===== config.mk =====
export PLATFORM = sky130hd
export DESIGN_NAME = comparator_control_logic
export DESIGN_NICKNAME = d
export VERILOG_FILES = /design/src/include/cmp_ctrl_pkg.sv /design/src/logic/comparator_control_logic.sv /design/src/logic/level_sync.sv
export SDC_FILE = /design/constraint.sdc
export NUM_CORES = 1
export LEC_CHECK = 0
export ABC_AREA = 1
export ABC_CLOCK_PERIOD_IN_PS = 2300
export BUFFER_PORTS_ARGS = -buffer_cell sky130_fd_sc_hd__buf_2
export CORE_MARGIN = 2
export CORE_UTILIZATION = 40
export CTS_CLUSTER_SIZE = 12
export DETAILED_ROUTE_END_ITERATION = 8
export PLACE_DENSITY = 0.85
export SETUP_SLACK_MARGIN = 0.02
export SKIP_LAST_GASP = 1
export SLEW_MARGIN = 20
export SYNTH_ARGS = -nofsm -noshare
export SYNTH_HDL_FRONTEND = slang
export SYNTH_SLANG_ARGS = --single-unit

===== constraint.sdc =====
create_clock -name core_clk -period 2.3 [get_ports core_clk]
set_input_delay 0.115 -clock core_clk [delete_from_list [all_inputs] [get_ports core_clk]]
set_output_delay 0.115 -clock core_clk [all_outputs]
set_load 0.01 [all_outputs]

===== src/include/cmp_ctrl_pkg.sv =====
// Package with the comparator control register map and carrier types.
package cmp_ctrl_pkg;

  // ----------------------------------------------------------------------
  // Register map
  // ----------------------------------------------------------------------
  localparam logic [7:0] comparator_control_addr = 8'h9d;
  localparam logic [7:0] comparator_control_page = 8'h00;
  localparam logic [7:0] comparator_control_reset = 8'h00;

  // ----------------------------------------------------------------------
  // Field positions and synchroniser depth
  // ----------------------------------------------------------------------
  localparam int cmp_enable_pos = 7;
  localparam int output_state_pos = 6;
  localparam int rise_flag_pos = 5;
  localparam int fall_flag_pos = 4;
  localparam int pos_hyst_lsb = 2;
  localparam int neg_hyst_lsb = 0;
  localparam int sync_stages = 2;

  // ----------------------------------------------------------------------
  // Hysteresis encodings
  // ----------------------------------------------------------------------
  localparam logic [1:0] hyst_off = 2'h0;
  localparam logic [1:0] hyst_5mv = 2'h1;
  localparam logic [1:0] hyst_10mv = 2'h2;
  localparam logic [1:0] hyst_20mv = 2'h3;

  // Register bus access from the CPU special-function bus.
  typedef struct packed {
    logic [7:0] addr;
    logic [7:0] page;
    logic wr;
    logic rd;
    logic [7:0] wdata;
  } sfr_req_s;

  // Signals driven to the analog comparator.
  typedef struct packed {
    logic enable;
    logic [1:0] pos_hysteresis_sel;
    logic [1:0] neg_hysteresis_sel;
  } analog_ctrl_s;

endpackage


===== src/logic/comparator_control_logic.sv =====
// Control and status register logic for an on-chip analog comparator.
`timescale 1ns/10ps
//
// Contract
// Bit 7 enables the comparator when 1, disables when 0.
// Bit 6 is read-only live comparator output, 1 when plus exceeds minus.
// Bit 5 sets on rising output edge; only software clears it.
// Bit 4 sets on falling output edge; only software clears it.
// Bits 3:2 select positive hysteresis: off, 5, 10, 20 mV.
// Bits 1:0 select negative hysteresis with the same encoding.
// Register lives at address 0x9D, page 0x00; all bits reset to zero.
// Interrupt request is high while either flag is set and enabled.
// Edges sampled each clock from synced output; set beats clear.
module comparator_control_logic (
  // Clock and reset
  input wire logic core_clk,
  input wire logic reset,
  // Special-function register bus
  input wire cmp_ctrl_pkg::sfr_req_s sfr_req,
  output logic [7:0] sfr_rdata,
  output logic sfr_rvalid,
  // Analog comparator
  input wire logic cmp_raw_out,
  output cmp_ctrl_pkg::analog_ctrl_s analog_ctrl,
  // Interrupt
  input wire logic cmp_irq_enable,
  output logic cmp_irq_req
);
  import cmp_ctrl_pkg::*;

  // ----------------------------------------------------------------------
  // Address decode
  // ----------------------------------------------------------------------
  // Returns true when the request targets the control register.
  function automatic logic hit(input sfr_req_s r);
    return (r.addr == comparator_control_addr) &&
           (r.page == comparator_control_page);
  endfunction

  logic sel_wr;
  logic sel_rd;

  // Qualify strobes with the decoded address.
  assign sel_wr = sfr_req.wr && hit(sfr_req);
  assign sel_rd = sfr_req.rd && hit(sfr_req);

  // ----------------------------------------------------------------------
  // Comparator output synchronisation and edge detection
  // ----------------------------------------------------------------------
  logic cmp_sync;
  logic prev_q;
  logic prev_d;
  logic rise_evt;
  logic fall_evt;

  level_sync u_sync (
    .core_clk(core_clk),
    .reset(reset),
    .async_in(cmp_raw_out),
    .sync_out(cmp_sync)
  );

  // Edge events compare the synced level against last cycle's copy.
  always_comb begin
    prev_d = cmp_sync;
    rise_evt = cmp_sync && !prev_q;
    fall_evt = !cmp_sync && prev_q;
  end

  // Hold the previous synced level.
  always_ff @(posedge core_clk) begin
    if (reset) begin
      prev_q <= 1'b0;
    end else begin
      prev_q <= prev_d;
    end
  end

  // ----------------------------------------------------------------------
  // Control register
  // ----------------------------------------------------------------------
  logic enable_q;
  logic enable_d;
  logic rise_flag_q;
  logic rise_flag_d;
  logic fall_flag_q;
  logic fall_flag_d;
  logic [1:0] pos_hyst_q;
  logic [1:0] pos_hyst_d;
  logic [1:0] neg_hyst_q;
  logic [1:0] neg_hyst_d;

  // Writes update fields; an edge event wins over a same-cycle clear.
  always_comb begin
    enable_d = enable_q;
    rise_flag_d = rise_flag_q;
    fall_flag_d = fall_flag_q;
    pos_hyst_d = pos_hyst_q;
    neg_hyst_d = neg_hyst_q;
    if (sel_wr) begin
      enable_d = sfr_req.wdata[cmp_enable_pos];
      rise_flag_d = sfr_req.wdata[rise_flag_pos];
      fall_flag_d = sfr_req.wdata[fall_flag_pos];
      pos_hyst_d = sfr_req.wdata[pos_hyst_lsb +: 2];
      neg_hyst_d = sfr_req.wdata[neg_hyst_lsb +: 2];
    end
    if (rise_evt) begin
      rise_flag_d = 1'b1; // see
    end
    if (fall_evt) begin
      fall_flag_d = 1'b1; // see
    end
  end

  // Register the fields; everything clears to zero on reset.
  always_ff @(posedge core_clk) begin
    if (reset) begin
      enable_q <= comparator_control_reset[cmp_enable_pos];
      rise_flag_q <= comparator_control_reset[rise_flag_pos];
      fall_flag_q <= comparator_control_reset[fall_flag_pos];
      pos_hyst_q <= comparator_control_reset[pos_hyst_lsb +: 2];
      neg_hyst_q <= comparator_control_reset[neg_hyst_lsb +: 2];
    end else begin
      enable_q <= enable_d;
      rise_flag_q <= rise_flag_d;
      fall_flag_q <= fall_flag_d;
      pos_hyst_q <= pos_hyst_d;
      neg_hyst_q <= neg_hyst_d;
    end
  end

  // ----------------------------------------------------------------------
  // Read data
  // ----------------------------------------------------------------------
  logic [7:0] rdata_q;
  logic [7:0] rdata_d;
  logic rvalid_q;
  logic rvalid_d;

  // Read data is registered; unselected reads return zero.
  always_comb begin
    rdata_d = 8'h00;
    rvalid_d = sfr_req.rd;
    if (sel_rd) begin
      rdata_d[cmp_enable_pos] = enable_q;
      rdata_d[output_state_pos] = cmp_sync;
      rdata_d[rise_flag_pos] = rise_flag_q;
      rdata_d[fall_flag_pos] = fall_flag_q;
      rdata_d[pos_hyst_lsb +: 2] = pos_hyst_q;
      rdata_d[neg_hyst_lsb +: 2] = neg_hyst_q;
    end
  end

  // Register read answer.
  always_ff @(posedge core_clk) begin
    if (reset) begin
      rdata_q <= 8'h00;
      rvalid_q <= 1'b0;
    end else begin
      rdata_q <= rdata_d;
      rvalid_q <= rvalid_d;
    end
  end

  assign sfr_rdata = rdata_q;
  assign sfr_rvalid = rvalid_q;

  // ----------------------------------------------------------------------
  // Outputs to the analog side and interrupt
  // ----------------------------------------------------------------------
  // Analog controls come straight from the field flops.
  always_comb begin
    analog_ctrl.enable = enable_q;
    analog_ctrl.pos_hysteresis_sel = pos_hyst_q;
    analog_ctrl.neg_hysteresis_sel = neg_hyst_q;
  end

  // Request follows the flags gated by the outside enable.
  assign cmp_irq_req = cmp_irq_enable &&
                       (rise_flag_q || fall_flag_q);
endmodule


===== src/logic/level_sync.sv =====
// Two-flop synchroniser for an asynchronous level.
`timescale 1ns/10ps
module level_sync (
  // Clock and reset
  input wire logic core_clk,
  input wire logic reset,
  // Level in and out
  input wire logic async_in,
  output logic sync_out
);
  import cmp_ctrl_pkg::*;

  logic [sync_stages-1:0] stage_q;
  logic [sync_stages-1:0] stage_d;

  // ----------------------------------------------------------------------
  // Shift chain
  // ----------------------------------------------------------------------
  // The first stage feeds only the second stage.
  always_comb begin
    stage_d = {stage_q[sync_stages-2:0], async_in};
  end

  // Register the chain.
  always_ff @(posedge core_clk) begin
    if (reset) begin
      stage_q <= '0;
    end else begin
      stage_q <= stage_d;
    end
  end

  assign sync_out = stage_q[sync_stages-1];
endmodule


==> results.yml <==
global_route:
  grt_pass1_vias: 589
  grt_pass1_wl_mm: 2.180
  grt_util_all_layers_pct: 14.85
  overflow: 0
  grt_max_degree: 15
  antenna_found_initial: 0
critical_path:
  start_kind: "register"
  cpPeakStageDelay_ns: 0.34
  path_buf_inv: 1
  crit_family: "flip-flops"
  cp_max_fo: 3
  crit_chain: "o21a_1 -> buf_2"
  path_class: "reg2out"
  critPathCaptureType: "primary output"
  slowest_stage: "dfxtp_1"
  cp.required_ns: 2.18
  crit_arrival_ns: 0.94
finish:
  fillers: 169
  nNetsFinal: 176
  drive_above_1_share_pct: 35.86
  postLayoutCoreUtil_pct: 57.22
  syn2layout_area_growth_pct: 35.36
  antenna_cells: 0
timing:
  setup-violations-final: 0
  hold_viol: 0
  skew_ns: 0.009182
  worst_slack_ns: 1.249
  drv_slew: 0
  finalSetupTns_ns: 0
  period_share_pct: 45.67
  timing.fmax_mhz: 951.9
  final.min_clock_period_ns: 1.051
  grt_setup_unrepaired: "no"
  relSlewSlack_pct: 76.98
  worst_pin_slew_ns: 0.3443
drt:
  drt_wl_total_mm: 1.391
  ant_nets: 0
  wl_per_cell_um: 8.182
  drt-initial-drc-count: 8
  vias: 700
  drc_errors: 0
  vias_per_cell: 4.118
  drt_first_pass_iters: 4
synthesis:
  synth.distinct_cells: 12
  avgSynthCellArea_um2: 7.219
  ys_warn_count: 0
  syn_area_um2: 721.9
  synthCells: 100
  yosysSeqAreaShare_pct: 52.69
  ys_ff_latch: 19
  synth.net_count: 130
worst_hold_path:
  hold_class: "in2reg"
placed_design:
  pre_cts_ws_ns: 1.154
  dp_hpwl_mm: 1.128
  gp_congestion: 0.6318
  io_buffers: 43
pwr:
  power_mw: 0.5417
  p_leak_nw: 0.5583
  ir_drop_mv: 0.2613
  power.density_nw_per_um2: 554.3
status:
  status: "finished clean"
clock_network:
  clockBufferDepth: 2
  cts_tree: "done"
  cts.sinks: 19
  clockRootBuffer: "clkbuf_4"
  insertion_delay_ns: 0.30
  cts_inserted_buffers: 3
  cts_hold_buf: 0
  ctsResizeCount: 0
  cts_max_level: 1
  cts.clk_slew.worst_paths_ns: 0.11
  post-cts-setup-buffer-count: 0
die:
  die_w_um: 46.49
  io_pins: 45
  core_um2: 1708
  dieArea_um2: 2161
  num_rows: 15
  start_util_pct: 42.27
  die_h_um: 46.49
run:
  cap_violations: 0
## kinds of logic after synthesis
kind of cell           after synthesis  synth area share (%)
flip-flops                          19                 52.69
buffers and inverters               20                 11.96
AO/OA/AOI/OAI                        3                 2.427
AND/OR/NAND/NOR                     58                 32.93
## cell usage in the layout, fill, tap and decap left out, drive strengths merged
cell	count
buf	43
nor2	31
clkbuf	3
nand3	4
inv	18
a21oi	2
o21a	1
dfxtp	19
nand2	22
clkinv	1
or2	1
## per-layer routing
| layer | vias up | GRT usage [%] | part of all wire [%] |
|---|---|---|---|
| met2 | 22 | 26.11 | 54 |
| met4 | 0 | 10.29 | 3.2 |
| met5 | - | 0 | 0 |
| met1 | 297 | 15.22 | 37 |
| met3 | 5 | 3.529 | 6.0 |
| li1 | 376 | - | - |
## cells in the mapped netlist
master	number	area share, %
or2_2	1	0.87
dfxtp_1	19	53
nor2_2	3	2.6
buf_4	1	1.0
nand3_1	3	2.1
nand2_1	22	11
nand3_2	1	1.4
o21a_1	1	1.0
a21oi_1	2	1.4
buf_6	1	1.6
nor2_1	28	15
inv_1	18	9.4
## final timing paths
path | start | to | slack (ns) | cells after the start
hold reg to reg | u_sync.stage_q[0]$_SDFF_PP0_ | u_sync.stage_q[1]$_SDFF_PP0_ | 0.42 | 2
setup / recovery | fall_flag_q$_SDFFE_PP0P_ | cmp_irq_req | 1.25 | 2
hold / removal | cmp_raw_out | u_sync.stage_q[0]$_SDFF_PP0_ | 0.006 | 3
setup reg to reg | u_sync.stage_q[1]$_SDFF_PP0_ | rise_flag_q$_SDFFE_PP0P_ | 1.30 | 5
## power breakdown
group	internal (mW)	switching, mW	total (mW)
Sequential	0.333	0.00165	0.335
Combinational	0.0241	0.0186	0.0428
Clock	0.0648	0.0996	0.164
Total	0.422	0.120	0.542
## tightest hold or removal path, cell delays in order
cell and delay (ns):
buf_2 0.09, inv_1 0.04, nor2_1 0.03
## through the flow
stage | cells | hold WS [ns] | area [µm²]
finish | 170 | 0.006395 | 977.2
global route | 170 | 0.01345 | 977.2
CTS | 170 | 0.008515 | 977.2
detailed placement | 166 | 0.3274 | 949.7
global placement | 166 | 0.3168 | 949.7
floorplan | 100 | 0.1841 | 721.9
## final cells by class
type	instances	area [µm²]	share of cell area [%]
multi-input cells	61	255.2	26.12
flip-flops and latches	19	380.4	38.92
clock inverters	1	5.005	0.5122
well taps	25	31.28	3.201
inverters	18	67.56	6.914
repair buffers	43	215.2	22.02
clock buffers	3	22.52	2.305
## state kept, by name, summed over array words and instances (netlist names)
name and flops:
sfr_rdata 8, neg_hyst_q 2, pos_hyst_q 2, u_sync.stage_q 2, enable_q 1, fall_flag_q 1
prev_q 1, rise_flag_q 1, sfr_rvalid 1
(Power assumes the default switching activity.)
